[config.mk]
export PLATFORM = sky130hd
export DESIGN_NAME = fli_ctrl
export DESIGN_NICKNAME = d
export VERILOG_FILES = /design/src/rtl/fli_pkg.sv /design/src/rtl/fli_sync.sv /design/src/rtl/fli_pin_cond.sv /design/src/rtl/fli_ctrl.sv
export SDC_FILE = /design/constraint.sdc
export NUM_CORES = 1
export LEC_CHECK = 0
export BUFFER_PORTS_ARGS = -buffer_cell sky130_fd_sc_hd__buf_2
export CORE_MARGIN = 10
export CORE_UTILIZATION = 45
export CTS_CLUSTER_SIZE = 16
export DETAILED_ROUTE_END_ITERATION = 7
export SETUP_SLACK_MARGIN = 0.2
export SLEW_MARGIN = 10
export SYNTH_ARGS = -nofsm -noshare
export SYNTH_HDL_FRONTEND = slang
export SYNTH_HIERARCHICAL = 1
export SYNTH_SLANG_ARGS = --single-unit
[constraint.sdc]
create_clock -name clk -period 4.4 [get_ports clk]
set_input_delay 0.44 -clock clk [delete_from_list [all_inputs] [get_ports clk]]
set_output_delay 0.44 -clock clk [all_outputs]
set_load 0.05 [all_outputs]
[src/rtl/fli_pkg.sv]
// package for the flash led input configuration and control block
// holds register offsets, field positions, reset values and bus constants
package fli_pkg;
    // register offsets on the serial bus
    localparam logic [7:0] PIN_FUNCTION_CONFIG_ADDR = 8'he0;
    localparam logic [7:0] FAULT_RESPONSE_CONFIG_ADDR = 8'hf0;
    localparam logic [7:0] FLAGS_ADDR = 8'hd0;

    // pin_function_config fields
    localparam int HW_TORCH_SEL_BIT = 7;
    localparam int PULSE_TWO_POL_BIT = 6;
    localparam int PULSE_ONE_POL_BIT = 5;
    localparam int THERMAL_MODE_BIT = 4;
    localparam int TRIGGER_POL_BIT = 3;
    localparam int TRIGGER_EN_BIT = 2;

    // fault_response_config fields
    localparam int VIN_OFF_BIT = 3;
    localparam int ALT_TORCH_BIT = 2;
    localparam int THERMAL_OFF_BIT = 1;
    localparam int PULSE_TWO_OFF_BIT = 0;

    // flags fields
    localparam int FLAG_VIN_BIT = 7;
    localparam int FLAG_THERMAL_BIT = 5;
    localparam int FLAG_PULSE_TWO_BIT = 4;
    localparam int FLAG_PULSE_ONE_BIT = 3;

    // reset values and writable masks; unused bits stay zero
    localparam logic [7:0] PIN_FUNCTION_CONFIG_RST = 8'h68;
    localparam logic [7:0] FAULT_RESPONSE_CONFIG_RST = 8'h00;
    localparam logic [7:0] PIN_FUNCTION_CONFIG_MASK = 8'hfc;
    localparam logic [7:0] FAULT_RESPONSE_CONFIG_MASK = 8'h0f;
    localparam logic [7:0] FLAGS_RST = 8'h00;
    localparam logic [1:0] PIN_SETTLE_CYCLES = 2'h3; // edges to flush a pin synchroniser

    // serial bus framing
    localparam logic [3:0] BITS_PER_BYTE = 4'h8;
    localparam logic [6:0] DEV_ADDR_DEFAULT = 7'h53; // arbitrary value

    typedef enum logic [9:0] {
        ST_IDLE = 10'b0000000001,
        ST_ADDR = 10'b0000000010,
        ST_ADDR_ACK = 10'b0000000100,
        ST_REG = 10'b0000001000,
        ST_REG_ACK = 10'b0000010000,
        ST_WDATA = 10'b0000100000,
        ST_WDATA_ACK = 10'b0001000000,
        ST_RDATA = 10'b0010000000,
        ST_RACK = 10'b0100000000,
        ST_HOLD = 10'b1000000000
    } fli_state_t;
endpackage : fli_pkg

[src/rtl/fli_sync.sv]
// two-flop synchroniser for a group of unrelated level inputs
// assumes each bit is an independent level; no word coherence is kept
`timescale 1ns/10ps
module fli_sync #(
    parameter int W = 1
) (
    input wire logic clk,
    input wire logic sys_rst,
    input wire logic [W-1:0] async_in,
    output logic [W-1:0] sync_out
);
    logic [W-1:0] meta_r;
    logic [W-1:0] meta_nxt;
    logic [W-1:0] sync_r;
    logic [W-1:0] sync_nxt;

    // first stage feeds only the second stage
    always_comb begin
        meta_nxt = async_in;
        sync_nxt = meta_r;
    end

    always_ff @(posedge clk) begin
        if (sys_rst) begin
            meta_r <= '0;
            sync_r <= '0;
        end else begin
            meta_r <= meta_nxt;
            sync_r <= sync_nxt;
        end
    end

    assign sync_out = sync_r;
endmodule : fli_sync

[src/rtl/fli_pin_cond.sv]
// conditions one external control pin: synchronise, apply polarity, flag changes
// assumes polarity comes from a register on clk; pin is asynchronous
`timescale 1ns/10ps
module fli_pin_cond (
    input wire logic clk,
    input wire logic sys_rst,
    input wire logic pin_raw,
    input wire logic active_high,
    output logic active,
    output logic changed
);
    logic pin_s;
    logic pin_d_r;
    logic pin_d_nxt;
    logic [1:0] settle_r;
    logic [1:0] settle_nxt;

    fli_sync #(.W(1)) u_sync (
        .clk(clk),
        .sys_rst(sys_rst),
        .async_in(pin_raw),
        .sync_out(pin_s)
    );

    // delayed copy to see a change of state; changes stay masked until the sync has
    // flushed after reset, so a pin idling high gives no false edge (early ones are lost)
    always_comb begin
        pin_d_nxt = pin_s;
        settle_nxt = settle_r;
        if (settle_r != fli_pkg::PIN_SETTLE_CYCLES) begin
            settle_nxt = settle_r + 2'h1;
        end
    end

    always_ff @(posedge clk) begin
        if (sys_rst) begin
            pin_d_r <= 1'b0;
            settle_r <= 2'h0;
        end else begin
            pin_d_r <= pin_d_nxt;
            settle_r <= settle_nxt;
        end
    end

    // polarity: 0 means the pin asserts low
    assign active = pin_s ~^ active_high;
    assign changed = (pin_s ^ pin_d_r) & (settle_r == fli_pkg::PIN_SETTLE_CYCLES);
endmodule : fli_pin_cond

[src/rtl/fli_ctrl.sv]
// flash led input configuration and control: serial register slave, pin steering
// assumes scl and sda arrive from pins and are sampled by clk (scl well below clk/8)
// Function
// bit 7 of pin_function_config picks pulse-one interrupt input (0) or hardware torch (1).
// a flash event clears the hardware torch select bit back to interrupt use.
// bits 6 and 5 set active level of pulse inputs two and one, 1 high by default.
// bit 3 sets the flash trigger input active level, high by default.
// the flash trigger input is ignored unless bit 2 is set.
// bit 4 makes the shared pin an indicator output (0) or thermal comparator input (1).
// a monitored undervoltage forces torch (bit 3 of fault_response_config 0) or leds off.
// with alternate torch mode, pulse-one high before the trigger gives torch with no timeout.
// in thermal mode a trip forces torch (bit 1 clear) or shutdown (bit 1 set).
// a pulse-two event forces torch when bit 0 is 0, shutdown when it is 1.
// registers live at 0xe0 and 0xf0 with their unused bits reading zero.
// pulse input changes and thermal trips set status flags the host can read back.
// the host writes zeros to unused bits and does not trust their read-back; the testbench writes 0xff to 0xe0 and checks the 0xfc read-back.
`timescale 1ns/10ps
module fli_ctrl #(
    parameter logic [6:0] DEV_ADDR = fli_pkg::DEV_ADDR_DEFAULT
) (
    input wire logic clk,
    input wire logic sys_rst,
    input wire logic scl,
    input wire logic sda_i,
    output logic sda_o,
    output logic sda_oe,
    input wire logic torch_or_pulse_one_pin,
    input wire logic pulse_input_two,
    input wire logic flash_trigger_pin,
    input wire logic led_thermal_sense,
    input wire logic input_undervoltage_threshold,
    input wire logic input_voltage_monitor_en,
    input wire logic flash_event,
    output logic torch_pin_enable_o,
    output logic pulse_one_torch_req_o,
    output logic strobe_trigger_o,
    output logic indicator_drive_en_o,
    output logic thermal_comp_en_o,
    output logic led_force_torch_o,
    output logic led_shutdown_o,
    output logic torch_no_timeout_o
);
    logic scl_s, sda_s, vin_low_s, therm_low_s;
    logic scl_d_r, sda_d_r, scl_d_nxt, sda_d_nxt;
    logic p1_active, p1_changed, p2_active, p2_changed, trig_active;
    logic scl_rise, scl_fall, bus_start, bus_stop;
    fli_pkg::fli_state_t state_r, state_nxt;
    logic [3:0] cnt_r, cnt_nxt;
    logic [7:0] shift_r, shift_nxt, ptr_r, ptr_nxt;
    logic oe_r, oe_nxt, rd_r, rd_nxt;
    logic [7:0] cfg1_r, cfg1_nxt, cfg2_r, cfg2_nxt, flags_r, flags_nxt;
    logic wr_stb, flags_rd;
    logic alt_torch_r, alt_torch_nxt;
    logic torch_pin_nxt, p1_req_nxt, trig_nxt, torch_nxt, shut_nxt;

    // bus lines and analog comparator outputs come from outside clk
    fli_sync #(.W(4)) u_sync (
        .clk(clk),
        .sys_rst(sys_rst),
        .async_in({scl, sda_i, input_undervoltage_threshold, led_thermal_sense}),
        .sync_out({scl_s, sda_s, vin_low_s, therm_low_s})
    );

    // pulse inputs and trigger with programmable active level
    fli_pin_cond u_p1 (
        .clk(clk),
        .sys_rst(sys_rst),
        .pin_raw(torch_or_pulse_one_pin),
        .active_high(cfg1_r[fli_pkg::PULSE_ONE_POL_BIT]),
        .active(p1_active),
        .changed(p1_changed)
    );
    fli_pin_cond u_p2 (
        .clk(clk),
        .sys_rst(sys_rst),
        .pin_raw(pulse_input_two),
        .active_high(cfg1_r[fli_pkg::PULSE_TWO_POL_BIT]),
        .active(p2_active),
        .changed(p2_changed)
    );
    fli_pin_cond u_trig (
        .clk(clk),
        .sys_rst(sys_rst),
        .pin_raw(flash_trigger_pin),
        .active_high(cfg1_r[fli_pkg::TRIGGER_POL_BIT]),
        .active(trig_active),
        .changed()
    );

    // bus edge and frame detection on the synchronised lines
    assign scl_rise = scl_s & ~scl_d_r;
    assign scl_fall = ~scl_s & scl_d_r;
    assign bus_start = scl_s & scl_d_r & sda_d_r & ~sda_s;
    assign bus_stop = scl_s & scl_d_r & ~sda_d_r & sda_s;

    function automatic logic [7:0] reg_read(input logic [7:0] addr, input logic [7:0] c1,
                                            input logic [7:0] c2, input logic [7:0] fl);
        // unmapped offsets read zero
        unique case (addr)
            fli_pkg::PIN_FUNCTION_CONFIG_ADDR: reg_read = c1 & fli_pkg::PIN_FUNCTION_CONFIG_MASK;
            fli_pkg::FAULT_RESPONSE_CONFIG_ADDR:
                reg_read = c2 & fli_pkg::FAULT_RESPONSE_CONFIG_MASK;
            fli_pkg::FLAGS_ADDR: reg_read = fl;
            default: reg_read = 8'h00;
        endcase
    endfunction : reg_read

    // serial slave: bits sampled on scl rise, sda changed on scl fall
    always_comb begin
        state_nxt = state_r;
        cnt_nxt = cnt_r;
        shift_nxt = shift_r;
        ptr_nxt = ptr_r;
        oe_nxt = oe_r;
        rd_nxt = rd_r;
        wr_stb = 1'b0;
        flags_rd = 1'b0;
        if (bus_start) begin
            state_nxt = fli_pkg::ST_ADDR;
            cnt_nxt = 4'h0;
            oe_nxt = 1'b0;
        end else if (bus_stop) begin
            state_nxt = fli_pkg::ST_IDLE;
            oe_nxt = 1'b0;
        end else begin
            unique case (state_r)
                fli_pkg::ST_IDLE, fli_pkg::ST_HOLD: begin
                    oe_nxt = 1'b0;
                end
                fli_pkg::ST_ADDR, fli_pkg::ST_REG, fli_pkg::ST_WDATA: begin
                    if (scl_rise) begin
                        shift_nxt = {shift_r[6:0], sda_s};
                        cnt_nxt = cnt_r + 4'h1;
                    end else if (scl_fall && cnt_r == fli_pkg::BITS_PER_BYTE) begin
                        cnt_nxt = 4'h0;
                        oe_nxt = 1'b1; // pull low to acknowledge
                        if (state_r == fli_pkg::ST_ADDR) begin
                            rd_nxt = shift_r[0];
                            if (shift_r[7:1] == DEV_ADDR) begin
                                state_nxt = fli_pkg::ST_ADDR_ACK;
                            end else begin
                                state_nxt = fli_pkg::ST_HOLD;
                                oe_nxt = 1'b0;
                            end
                        end else if (state_r == fli_pkg::ST_REG) begin
                            ptr_nxt = shift_r;
                            state_nxt = fli_pkg::ST_REG_ACK;
                        end else begin
                            wr_stb = 1'b1;
                            state_nxt = fli_pkg::ST_WDATA_ACK;
                        end
                    end
                end
                fli_pkg::ST_ADDR_ACK: begin
                    if (scl_fall) begin
                        if (rd_r) begin
                            // reading the flags clears them
                            shift_nxt = reg_read(ptr_r, cfg1_r, cfg2_r, flags_r);
                            flags_rd = (ptr_r == fli_pkg::FLAGS_ADDR);
                            oe_nxt = ~shift_nxt[7];
                            state_nxt = fli_pkg::ST_RDATA;
                        end else begin
                            oe_nxt = 1'b0;
                            state_nxt = fli_pkg::ST_REG;
                        end
                    end
                end
                fli_pkg::ST_REG_ACK, fli_pkg::ST_WDATA_ACK: begin
                    if (scl_fall) begin
                        oe_nxt = 1'b0;
                        state_nxt = fli_pkg::ST_WDATA; // further bytes rewrite the same offset
                    end
                end
                fli_pkg::ST_RDATA: begin
                    if (scl_rise) begin
                        cnt_nxt = cnt_r + 4'h1;
                    end else if (scl_fall) begin
                        if (cnt_r == fli_pkg::BITS_PER_BYTE) begin
                            cnt_nxt = 4'h0;
                            oe_nxt = 1'b0;
                            state_nxt = fli_pkg::ST_RACK;
                        end else begin
                            shift_nxt = {shift_r[6:0], 1'b0};
                            oe_nxt = ~shift_r[6];
                        end
                    end
                end
                fli_pkg::ST_RACK: begin
                    if (scl_rise) begin
                        // a high bit is the master's not-acknowledge
                        state_nxt = sda_s ? fli_pkg::ST_HOLD : fli_pkg::ST_ADDR_ACK;
                    end
                end
                default: begin
                    state_nxt = fli_pkg::ST_IDLE;
                    oe_nxt = 1'b0;
                end
            endcase
        end
    end

    // configuration, flags and output steering
    always_comb begin
        cfg1_nxt = cfg1_r;
        cfg2_nxt = cfg2_r;
        if (wr_stb && ptr_r == fli_pkg::PIN_FUNCTION_CONFIG_ADDR) begin
            cfg1_nxt = shift_r & fli_pkg::PIN_FUNCTION_CONFIG_MASK;
        end
        if (wr_stb && ptr_r == fli_pkg::FAULT_RESPONSE_CONFIG_ADDR) begin
            cfg2_nxt = shift_r & fli_pkg::FAULT_RESPONSE_CONFIG_MASK;
        end
        // the flash event beats a host write in the same cycle
        if (flash_event) begin
            cfg1_nxt[fli_pkg::HW_TORCH_SEL_BIT] = 1'b0;
        end
        // flags: set wins over the clear-on-read
        flags_nxt = flags_rd ? fli_pkg::FLAGS_RST : flags_r;
        if (p1_changed && !cfg1_r[fli_pkg::HW_TORCH_SEL_BIT]) begin
            flags_nxt[fli_pkg::FLAG_PULSE_ONE_BIT] = 1'b1;
        end
        if (p2_changed) begin
            flags_nxt[fli_pkg::FLAG_PULSE_TWO_BIT] = 1'b1;
        end
        if (therm_low_s && cfg1_r[fli_pkg::THERMAL_MODE_BIT]) begin
            flags_nxt[fli_pkg::FLAG_THERMAL_BIT] = 1'b1;
        end
        if (vin_low_s && input_voltage_monitor_en) begin
            flags_nxt[fli_pkg::FLAG_VIN_BIT] = 1'b1;
        end
        torch_pin_nxt = cfg1_r[fli_pkg::HW_TORCH_SEL_BIT] & p1_active;
        p1_req_nxt = ~cfg1_r[fli_pkg::HW_TORCH_SEL_BIT] & p1_active;
        trig_nxt = cfg1_r[fli_pkg::TRIGGER_EN_BIT] & trig_active;
        // alternate torch: armed only if pulse one leads the trigger
        alt_torch_nxt = alt_torch_r & cfg2_r[fli_pkg::ALT_TORCH_BIT];
        if (!p1_active || cfg1_r[fli_pkg::HW_TORCH_SEL_BIT]) begin
            alt_torch_nxt = 1'b0;
        end else if (!trig_nxt && !alt_torch_r) begin
            alt_torch_nxt = cfg2_r[fli_pkg::ALT_TORCH_BIT];
        end
        torch_nxt = 1'b0;
        shut_nxt = 1'b0;
        if (vin_low_s && input_voltage_monitor_en) begin
            if (cfg2_r[fli_pkg::VIN_OFF_BIT]) shut_nxt = 1'b1;
            else torch_nxt = 1'b1;
        end
        if (therm_low_s && cfg1_r[fli_pkg::THERMAL_MODE_BIT]) begin
            if (cfg2_r[fli_pkg::THERMAL_OFF_BIT]) shut_nxt = 1'b1;
            else torch_nxt = 1'b1;
        end
        if (p2_active) begin
            if (cfg2_r[fli_pkg::PULSE_TWO_OFF_BIT]) shut_nxt = 1'b1;
            else torch_nxt = 1'b1;
        end
        torch_nxt = torch_nxt & ~shut_nxt; // shutdown dominates
    end

    always_ff @(posedge clk) begin
        if (sys_rst) begin
            scl_d_r <= 1'b1;
            sda_d_r <= 1'b1;
            state_r <= fli_pkg::ST_IDLE;
            cnt_r <= 4'h0;
            shift_r <= 8'h00;
            ptr_r <= 8'h00;
            oe_r <= 1'b0;
            rd_r <= 1'b0;
            cfg1_r <= fli_pkg::PIN_FUNCTION_CONFIG_RST;
            cfg2_r <= fli_pkg::FAULT_RESPONSE_CONFIG_RST;
            flags_r <= fli_pkg::FLAGS_RST;
            alt_torch_r <= 1'b0;
            torch_pin_enable_o <= 1'b0;
            pulse_one_torch_req_o <= 1'b0;
            strobe_trigger_o <= 1'b0;
            led_force_torch_o <= 1'b0;
            led_shutdown_o <= 1'b0;
        end else begin
            scl_d_r <= scl_d_nxt;
            sda_d_r <= sda_d_nxt;
            state_r <= state_nxt;
            cnt_r <= cnt_nxt;
            shift_r <= shift_nxt;
            ptr_r <= ptr_nxt;
            oe_r <= oe_nxt;
            rd_r <= rd_nxt;
            cfg1_r <= cfg1_nxt;
            cfg2_r <= cfg2_nxt;
            flags_r <= flags_nxt;
            alt_torch_r <= alt_torch_nxt;
            torch_pin_enable_o <= torch_pin_nxt;
            pulse_one_torch_req_o <= p1_req_nxt;
            strobe_trigger_o <= trig_nxt;
            led_force_torch_o <= torch_nxt;
            led_shutdown_o <= shut_nxt;
        end
    end

    assign scl_d_nxt = scl_s;
    assign sda_d_nxt = sda_s;
    assign sda_o = 1'b0; // open drain: only ever pulls low
    assign sda_oe = oe_r;
    assign torch_no_timeout_o = alt_torch_r;
    assign indicator_drive_en_o = ~cfg1_r[fli_pkg::THERMAL_MODE_BIT];
    assign thermal_comp_en_o = cfg1_r[fli_pkg::THERMAL_MODE_BIT];
    // checks
    chk_torch_sel_clear: assert property (@(posedge clk) disable iff (sys_rst)
        flash_event |=> !cfg1_r[fli_pkg::HW_TORCH_SEL_BIT])
        else $error("hardware torch select survived a flash event");
    chk_hw_torch_pin: assert property (@(posedge clk) disable iff (sys_rst)
        torch_pin_enable_o |-> $past(cfg1_r[fli_pkg::HW_TORCH_SEL_BIT] && p1_active))
        else $error("torch enable without torch selection");
    chk_pulse_one_mode: assert property (@(posedge clk) disable iff (sys_rst)
        pulse_one_torch_req_o |-> $past(!cfg1_r[fli_pkg::HW_TORCH_SEL_BIT]))
        else $error("pulse one request while in torch mode");
    chk_trigger_gate: assert property (@(posedge clk) disable iff (sys_rst)
        strobe_trigger_o |-> $past(cfg1_r[fli_pkg::TRIGGER_EN_BIT]))
        else $error("trigger passed while disabled");
    chk_vin_off: assert property (@(posedge clk) disable iff (sys_rst)
        (vin_low_s && input_voltage_monitor_en && cfg2_r[fli_pkg::VIN_OFF_BIT])
        |=> led_shutdown_o && !led_force_torch_o)
        else $error("undervoltage did not shut leds off");
    chk_thermal_torch: assert property (@(posedge clk) disable iff (sys_rst)
        (therm_low_s && cfg1_r[fli_pkg::THERMAL_MODE_BIT] && !cfg2_r[fli_pkg::THERMAL_OFF_BIT])
        |=> led_force_torch_o || led_shutdown_o)
        else $error("thermal trip ignored");
    chk_pulse_two_off: assert property (@(posedge clk) disable iff (sys_rst)
        (p2_active && cfg2_r[fli_pkg::PULSE_TWO_OFF_BIT]) |=> led_shutdown_o)
        else $error("pulse two shutdown missing");
    chk_alt_torch_hold: assert property (@(posedge clk) disable iff (sys_rst)
        torch_no_timeout_o |-> p1_active || $past(p1_active))
        else $error("no-timeout torch without pulse one");
    chk_unused_zero: assert property (@(posedge clk) disable iff (sys_rst)
        cfg1_r[1:0] == 2'h0 && cfg2_r[7:4] == 4'h0)
        else $error("unused configuration bits set");
    chk_p1_flag: assert property (@(posedge clk) disable iff (sys_rst)
        p1_changed && !cfg1_r[fli_pkg::HW_TORCH_SEL_BIT] |=> flags_r[fli_pkg::FLAG_PULSE_ONE_BIT])
        else $error("pulse one change not flagged");
    cov_cfg_write: cover property (@(posedge clk) disable iff (sys_rst) wr_stb);
    cov_flags_read: cover property (@(posedge clk) disable iff (sys_rst) flags_rd);
    cov_alt_torch: cover property (@(posedge clk) disable iff (sys_rst) $rose(alt_torch_r));
    cov_flash_clear: cover property (@(posedge clk) disable iff (sys_rst)
        flash_event && cfg1_r[fli_pkg::HW_TORCH_SEL_BIT]);
endmodule : fli_ctrl

==> results.toml, run 1 <==
[run_status]
outcome = "finished clean"

[job]
maxCapViolations = 0

[timing]
worst_slew_margin_rel = 0.515
clock_skew_ns = 0.00703
finalWorstPathRequiredPeriod_ns = 2.76
worst_slew_pin_slew_ns = 0.727
timing.fmax_mhz = 362
rsz0062_at_grt = "no"
finalSetupViolations = 0
drv_slew = 0
post-route-worst-setup-slack_ns = 1.64
period_share = 0.627
final_hold_viol_count = 0
setup-tns-final_ns = 0

[cts]
cts_inserted_buffers = 9
cts_tree = "built"
htree_levels = 3
cts.sinks = 74
cts.repair_timing.setup_buffer_count = 0
cts.clk_slew.worst_paths_ns = 0.09
clock_insertion_delay_worst_skew_ns = 0.35
cts.hold.buffers_added = 0
cts_repair_resizes = 0
cts_max_path_buffers = 2
clk_root_buffer_cell = "sky130_fd_sc_hd__clkbuf_8"

[min_path]
hp-class = "in -> reg"
whs_path_depth = 2

[route]
detail_route.first_pass.iterations = 6
via_per_inst = 5.49
avgRoutedWirePerCell_um = 15.3
detailroute.via_count = 2706
routed_wl_um = 7550
antenna_left = 0
remaining_drc_errors = 0
drt_first_iter_violations = 221

[critical_path]
critical_path_class = "reg -> reg"
slowest_delay_ns = 0.61
slowest_stage = "sky130_fd_sc_hd__o2111ai_1"
cp-end-kind = "register"
worst-path-max-fanout = 12
worst-endpoint-required_ns = 4.63
startpoint_type = "register"
worstPathCellList = "xor2_1 -> o2111ai_1 -> o21ai_0 -> a211o_1 -> a31o_2 -> or4_1"
reg2reg_depth = 6
worstPathArrival_ns = 2.99

[global_routing]
aggregate_global_routing_overflow = 0
grt_util_all_layers = 0.132
grt_antenna_before_repair = 0
grt_first_pass_wirelength_um = 12400
grt_start_max_net_pins = 54
first_global_vias = 2561

[cells_and_area]
areaGrowthSynthToFinish_pct = 10.7
layout-drive-gt1-share = 0.119
final_nets = 407
antenna_diodes = 0
layout.filler_cells = 732

[floorplan]
rows = 31
pin_count = 21
initial_core_util = 0.464
design.die.area_um2 = 11400
floorplan.die.height_um = 107
floorplan.die.width_um = 107
fp.coreArea_um2 = 7290

[placement]
io_buffer_count = 19
globalplace.congestion = 0.941
place_ws_ns = 1.69
hpwl_um = 5300

[pwr]
power_leakage_nw = 1.60
p_seq_frac = 0.486
power_per_cell_area_nw_per_um2 = 395
cellInternalPower_w = 0.00105
ir_worst_vdd_uv = 331
switching_share = 0.289
power.net_switching_w = 0.000427
share_comb_of_total_power = 0.141
power.clock.fraction = 0.373

[synth]
synthesis.area_um2 = 3380
syn-instance-count = 375
post_synthesis_area_per_instance_um2 = 9.02
synth-warning-count = 6
syn-num-nets = 393
## final timing paths
path,start,endpoint,slack [ns]
worst min-delay path,flash_event,cfg1_r[7],0.26
worst max register to register,state_r[5],state_r[0],1.64
worst min register to register,u_sync/meta_r[2],u_sync/sync_out[2],0.44
worst max-delay path,state_r[5],state_r[0],1.64
## power by group through the flow
stage | clock (W) | combinational (W) | sequential (W)
finish | 0.000552 | 0.000209 | 0.000718
global route | 0.000595 | 0.000227 | 0.000723
CTS | 0.000569 | 0.000206 | 0.000718
detailed placement | 0 | 0.000204 | 0.000734
global placement | 0 | 0.000202 | 0.000733
floorplan | 0 | 0.000169 | 0.000732
## sequential cells by signal (all words and copies together) (netlist names), 2 cells and up
signal and cells:
u_sync/meta_r 4, u_sync/sync_out 4, cfg2_r 4, cfg1_r 6, flags_r 4, u_p1/settle_r 2, cnt_r 4, shift_r 8
ptr_r 8, u_p2/settle_r 2, state_r 10
## per-stage QoR
stage / area (um2) / hold WS, ns / util / total power [W] / cells
floorplan: 3380 / 0.414 / - / 0.000901 / 375
global placement: 3540 / 0.417 / 0.485 / 0.000935 / 477
detailed placement: 3540 / 0.422 / 0.485 / 0.000938 / 477
CTS: 3740 / 0.239 / 0.513 / 0.00149 / 493
global route: 3740 / 0.259 / 0.513 / 0.00155 / 493
finish: 3740 / 0.260 / 0.513 / 0.00148 / 493
## critical path, delay by kind of cell (launching register included)
| kind | cells | cell delay, ns |
|---|---|---|
| XOR/XNOR | 1 | 0.18 |
| AO/OA/AOI/OAI | 4 | 1.61 |
| AND/OR/NAND/NOR | 1 | 0.49 |
| flip-flops | 1 | 0.36 |
## cells in the final DEF, fill, tap and decap left out, types with 5 or more instances in the layout
| cell type | instances |
|---|---|
| sky130_fd_sc_hd__a21oi_1 | 10 |
| sky130_fd_sc_hd__a22oi_1 | 8 |
| sky130_fd_sc_hd__buf_2 | 19 |
| sky130_fd_sc_hd__clkbuf_8 | 9 |
| sky130_fd_sc_hd__dfxtp_1 | 74 |
| sky130_fd_sc_hd__ha_1 | 7 |
| sky130_fd_sc_hd__inv_1 | 8 |
| sky130_fd_sc_hd__mux2i_1 | 35 |
| sky130_fd_sc_hd__nand2_1 | 27 |
| sky130_fd_sc_hd__nand2b_1 | 5 |
| sky130_fd_sc_hd__nand3_1 | 11 |
| sky130_fd_sc_hd__nor2_1 | 53 |
| sky130_fd_sc_hd__nor2b_1 | 22 |
| sky130_fd_sc_hd__nor3_1 | 5 |
| sky130_fd_sc_hd__nor4_1 | 9 |
| sky130_fd_sc_hd__o21ai_0 | 14 |
| sky130_fd_sc_hd__o31ai_1 | 6 |
| sky130_fd_sc_hd__xor2_1 | 7 |
## routing by layer
metal / part of all wire / vias to the layer above / global-route usage
met4: 0.021 / 0 / 0.0561
li1: - / 1351 / -
met2: 0.44 / 85 / 0.200
met3: 0.054 / 17 / 0.0335
met5: 0 / - / 0
met1: 0.49 / 1253 / 0.175
## area by class of cell
type                       count  area, um2  area share
inverter                       9       33.8     0.00902
clock buffer                   9        124      0.0331
sequential                    74       1480       0.396
timing repair buffer          20        103      0.0274
clock inverter                 7       83.8      0.0224
tap                           99        124      0.0331
multi-input combinational    275       1790       0.479
Power figures use the tool's default switching activity.
==> inputs of run 2 (changes only) <==
--- a/config.mk
+++ b/config.mk
@@ -5,6 +5,7 @@
 export SDC_FILE = /design/constraint.sdc
 export NUM_CORES = 1
 export LEC_CHECK = 0
+export ABC_AREA = 1
 export BUFFER_PORTS_ARGS = -buffer_cell sky130_fd_sc_hd__buf_2
 export CORE_MARGIN = 10
 export CORE_UTILIZATION = 45
==> constraint.sdc (replaced) <==
create_clock -name clk -period 2.4 [get_ports clk]
set_input_delay 0.24 -clock clk [delete_from_list [all_inputs] [get_ports clk]]
set_output_delay 0.24 -clock clk [all_outputs]
set_load 0.05 [all_outputs]
==> run 2 against run 1 <==
First-iteration DRC count grew 7.7%. Synthesized area is 7.8% higher. Global-route usage rose by 1.7 points. Sequential share of layout area shrank 3.2 points. Largest power group unchanged. Worst hold slack got worse by 0.16 ns. Critical endpoint is now cfg1_r[7]. Largest cell class unchanged.
==> results.toml, run 2 <==
[pwr]
power.net_switching_w = 0.00113
ir_worst_vdd_uv = 439
power.clock.fraction = 0.327
switching_share = 0.343
power_per_cell_area_nw_per_um2 = 807
design_power_w = 0.00329
share_comb_of_total_power = 0.240
cellInternalPower_w = 0.00216
p_seq_frac = 0.433
power_leakage_nw = 1.82

[critical_path]
worstPathArrival_ns = 2.25
ff2ff_setup_slack_ns = 0.38
reg2reg_depth = 10
reg2reg_to = "cfg1_r[7]"
cp-end-kind = "register"
crit_startpoint = "cnt_r[0]"
regToRegStartpoint = "cnt_r[0]"
critical_path_class = "reg -> reg"
startpoint_type = "register"
worst-path-max-fanout = 12
worst-endpoint-required_ns = 2.62

[placement]
hpwl_um = 6460
placedInstanceArea_um2 = 3850
globalplace.congestion = 0.857
io_buffer_count = 19

[cells_and_area]
antenna_diodes = 0
final_nets = 566
design_area_um2 = 4070
layout-drive-gt1-share = 0.141
largest_register_by_flop_count = "state_r"
layout.cells.most_common = "sky130_fd_sc_hd__nand2_1"
areaGrowthSynthToFinish_pct = 11.6
largest_register_ff_count = 10
largest_registers = "state_r (10), ptr_r (8), shift_r (8)"
mostFrequentLayoutCells = "sky130_fd_sc_hd__nand2_1 (92), sky130_fd_sc_hd__inv_1 (81), sky130_fd_sc_hd__nor2_1 (78), sky130_fd_sc_hd__dfxtp_1 (74), sky130_fd_sc_hd__o21ai_0 (40)"

[cts]
cts_max_path_buffers = 2
cts.clk_slew.worst_paths_ns = 0.08
cts.hold.buffers_added = 0
clock_insertion_delay_worst_skew_ns = 0.34
cts_tree = "built"
clk_root_buffer_cell = "sky130_fd_sc_hd__clkbuf_8"
cts.sinks = 74
cts_inserted_buffers = 9
htree_levels = 3

[timing]
worst_slew_pin_slew_ns = 0.806
drv_slew = 0
setup-tns-final_ns = 0
worst_slew_margin_rel = 0.462
finalSetupViolations = 0
finalWorstPathRequiredPeriod_ns = 2.02
period_share = 0.843
rsz0062_at_grt = "no"
final_hold_viol_count = 0
hold_ws_ns = 0.102
clock_skew_ns = 0.0121
timing.fmax_mhz = 494

[synth]
post_synthesis_area_per_instance_um2 = 6.97
synthesis.area_um2 = 3640
synth-warning-count = 6
syn-num-nets = 541
syn-instance-count = 523

[route]
via_per_inst = 5.06
antenna_left = 0
routed_wl_um = 8620
drt_first_iter_violations = 238
detail_route.first_pass.iterations = 5
detailroute.via_count = 3310
remaining_drc_errors = 0
avgRoutedWirePerCell_um = 13.2

[global_routing]
aggregate_global_routing_overflow = 0
grt_util_all_layers = 0.149
first_global_vias = 3049
grt_first_pass_wirelength_um = 14500
grt_start_max_net_pins = 31
grt_antenna_before_repair = 0

[floorplan]
pin_count = 21
floorplan.die.width_um = 110
floorplan.die.height_um = 110
rows = 32
design.die.area_um2 = 12100
initial_core_util = 0.467
fp.coreArea_um2 = 7810

[min_path]
hp-class = "in -> reg"
hold_path.startpoint = "torch_or_pulse_one_pin"
holdPathEnd = "u_p1/u_sync/meta_r"
whs_path_depth = 3

[run_status]
outcome = "finished clean"

[job]
maxCapViolations = 0
## run 2: worst max-delay path, cell delays in order (launching register included)
cell and delay, ns:
sky130_fd_sc_hd__dfxtp_1 0.33, sky130_fd_sc_hd__inv_1 0.09, sky130_fd_sc_hd__ha_1 0.15, sky130_fd_sc_hd__nand3_1 0.10
sky130_fd_sc_hd__inv_1 0.13, sky130_fd_sc_hd__nand2_1 0.17, sky130_fd_sc_hd__nor3_2 0.31, sky130_fd_sc_hd__nand3_2 0.27
sky130_fd_sc_hd__nor2_1 0.17, sky130_fd_sc_hd__nor3_1 0.05, sky130_fd_sc_hd__a21boi_1 0.13
## run 2: how the worst max path moves through the flow
stage                     end  slack, ns  depth (start not counted)
floorplan           cfg1_r[4]       0.76                         10
global placement    cfg1_r[7]       0.42                         10
detailed placement  cfg1_r[7]       0.32                         10
CTS                 cfg1_r[7]       0.29                         10
global route        cfg1_r[7]       0.23                         10
finish              cfg1_r[7]       0.38                         10
## run 2: layer usage
metal,vias to the layer above,global-route usage,share of wire
met1,1494,0.208,0.49
li1,1706,-,-
met5,-,0,0
met4,0,0.0455,0.011
met3,9,0.0290,0.065
met2,101,0.229,0.43
## run 2: through the flow
stage / std cells / utilization / setup WS (ns)
finish: 654 / 0.521 / 0.377
detailed placement: 639 / 0.493 / 0.320
CTS: 654 / 0.521 / 0.290
global route: 654 / 0.521 / 0.233
global placement: 639 / 0.493 / 0.417
floorplan: 523 / - / 0.758
## run 2: layout make-up
cell class	count	area, um2
fillers	780	3740
multi-input cells	351	1780
flip-flops and latches	74	1480
inverters	88	337
repair buffers	24	133
well taps	102	128
clock buffers	9	124
clock inverters	6	90.1
## run 2: power by group through the flow
stage,Combinational (W),Clock [W],Sequential [W]
2_1_floorplan,0.000603,0,0.00145
3_3_place_gp,0.000776,0,0.00145
3_5_place_dp,0.000783,0,0.00145
4_1_cts,0.000787,0.00110,0.00142
5_1_grt,0.000897,0.00115,0.00144
6_report,0.000788,0.00108,0.00142
## run 2: repair_timing
| action | 4_1_cts | 5_1_grt |
|---|---|---|
| endpoints found under the setup margin | 0 | 3 |
| setup buffers | 0 | 0 |
| endpoints found under the hold margin | 0 | 0 |
| resized for setup | 0 | 1 |
==> inputs of run 3 (changes only) <==
==> constraint.sdc (replaced) <==
create_clock -name clk -period 1.72 [get_ports clk]
set_input_delay 0.172 -clock clk [delete_from_list [all_inputs] [get_ports clk]]
set_output_delay 0.172 -clock clk [all_outputs]
set_load 0.05 [all_outputs]
==> run 3 against run 2 <==
The flow now finishes with violations (negative setup slack). Fmax grew 11%. Worst setup slack lost 0.48 ns. Largest power group unchanged. Clock power grew 33%. Critical endpoint is now shift_r[6]. Critical path depth grew 1. First-iteration DRC count shrank 8.4%. Worst hold slack lost 0.090 ns. Cell area grew 34%.
==> results.toml, run 3 (synthesis gave the netlist of run 2 again) <==
[run_status]
outcome = "finished, violations left"
failing_checks = "negative setup slack"

[cts]
cts_tree = "built"
cts.clk_slew.worst_paths_ns = 0.09
htree_levels = 3
clk_root_buffer_cell = "sky130_fd_sc_hd__clkbuf_8"
cts_inserted_buffers = 9
clock_insertion_delay_worst_skew_ns = 0.36
cts_max_path_buffers = 2
cts.hold.buffers_added = 0
cts.sinks = 74

[timing]
finalWorstPathRequiredPeriod_ns = 1.82
setup-tns-final_ns = -0.975
rsz0062_at_grt = "yes"
period_share = 1.06
clock_skew_ns = 0.0122
drv_slew = 0
finalSetupViolations = 24
timing.fmax_mhz = 548
final_hold_viol_count = 0
post-route-worst-setup-slack_ns = -0.104

[critical_path]
critical_path_class = "reg -> reg"
reg2reg_depth = 11
worst-endpoint-required_ns = 1.97
timing.critical_path.buf_inv = 2
cp-end-kind = "register"
logic_depth_of_the_worst_setup_path_including_buffers = 11
worstPathCellList = "buf_6 -> nor2_4 -> nand2_4 -> inv_6 -> nand4_1 -> nand2_2 -> nor2_4 -> nor2_4 -> nand2_4 -> o21ai_0 -> nor2_1"
crit_top_cell = "sky130_fd_sc_hd__nor2_4"
startpoint_type = "register"
worstPathArrival_ns = 2.08
critical_path.top_delay_family = "simple AND/OR/NAND/NOR gates"
slowest_delay_ns = 0.34
slowest_stage = "sky130_fd_sc_hd__dfxtp_2"
worst-path-max-fanout = 5

[pwr]
ir_worst_vdd_uv = 577
switching_share = 0.371
share_comb_of_total_power = 0.347
power.clock.fraction = 0.274
p_seq_frac = 0.380
power.net_switching_w = 0.00195
cellInternalPower_w = 0.00331
power_leakage_nw = 2.39
power_per_cell_area_nw_per_um2 = 963

[global_routing]
busiest_layer = "met2"
grt_first_pass_wirelength_um = 16000
grt_util_all_layers = 0.167
grt_start_max_net_pins = 30
grt_use_met1 = 0.222
aggregate_global_routing_overflow = 0
gr-usage-met3 = 0.0377
met2_usage = 0.262
grt_antenna_before_repair = 0
first_global_vias = 3377

[cells_and_area]
areaGrowthSynthToFinish_pct = 50.0
layout.cells.most_common = "sky130_fd_sc_hd__inv_1"
largest_register_ff_count = 10
mostFrequentLayoutCells = "sky130_fd_sc_hd__inv_1 (76), sky130_fd_sc_hd__nand2_1 (73), sky130_fd_sc_hd__buf_4 (73), sky130_fd_sc_hd__dfxtp_1 (62), sky130_fd_sc_hd__nor2_1 (60)"
largest_register_by_flop_count = "state_r"
antenna_diodes = 0
multiInputGateArea_um2 = 2340
final_nets = 657
sequential_cell_area_um2 = 1510
layout.filler_cells = 597
largest_registers = "state_r (10), ptr_r (8), shift_r (8)"
layout-drive-gt1-share = 0.427

[route]
avgRoutedWirePerCell_um = 14.2
via_per_inst = 5.03
drt_first_iter_violations = 218
detail_route.first_pass.iterations = 5
remaining_drc_errors = 0
routed_wl_um = 10600
detailroute.via_count = 3755
antenna_left = 0

[floorplan]
design.die.area_um2 = 12100
floorplan.die.height_um = 110
pin_count = 21
floorplan.die.width_um = 110
rows = 32
fp.coreArea_um2 = 7810
initial_core_util = 0.467

[placement]
globalplace.congestion = 0.911
io_buffer_count = 19
place_ws_ns = -0.0795
hpwl_um = 7120

[min_path]
whs_path_depth = 3
hp-class = "in -> reg"

[job]
maxCapViolations = 0
-- run 3: path summary, 6_finish.rpt --
kind,from,endpoint,slack (ns)
max,state_r[7],shift_r[6],-0.10
min,torch_or_pulse_one_pin,u_p1/u_sync/meta_r,0.01
max reg2reg,state_r[7],shift_r[6],-0.10
min reg2reg,u_sync/meta_r[3],u_sync/sync_out[3],0.40
-- run 3: cell type report --
type	instances	share of cell area
inverter	88	0.0654
timing repair buffer	113	0.169
tap	102	0.0233
clock buffer	10	0.0252
multi-input combinational	353	0.428
clock inverter	6	0.0135
sequential	74	0.276
-- run 3: power groups by stage --
stage / clock network [W] / logic [W] / registers, W
finish: 0.00144 / 0.00182 / 0.00200
global route: 0.00155 / 0.00197 / 0.00201
CTS: 0.00147 / 0.00151 / 0.00198
detailed placement: 0 / 0.00133 / 0.00201
global placement: 0 / 0.00131 / 0.00201
floorplan: 0 / 0.000857 / 0.00202
-- run 3: through the flow --
step                       util  instance area [um2]  hold slack [ns]  cells  power, W
after floorplan               -                 3700            0.243    523   0.00288
after global placement    0.558                 4360            0.372    700   0.00332
after detailed placement  0.558                 4360            0.382    700   0.00334
after CTS                 0.644                 5020          0.00118    733   0.00497
after global routing      0.700                 5470          0.00170    746   0.00553
final                     0.700                 5470           0.0112    746   0.00526
-- run 3: what timing repair did --
item / in CTS / in global routing
pin swaps: 17 / 51
cloned: 2 / 1
gates resized for setup: 100 / 91
setup endpoints to repair: 46 / 46
setup buffers: 15 / 12
-- run 3: worst min-delay path, delay by kind of cell --
family,cells,cell delay [ns]
buf+inv,2,0.13
simple gates,1,0.03
-- run 3: per-layer routing --
metal  routed length (um)  up-vias
li1                     -     1895
met1                 4830     1720
met2                 4950      121
met3                  606       19
met4                  167        0
met5                    0        -
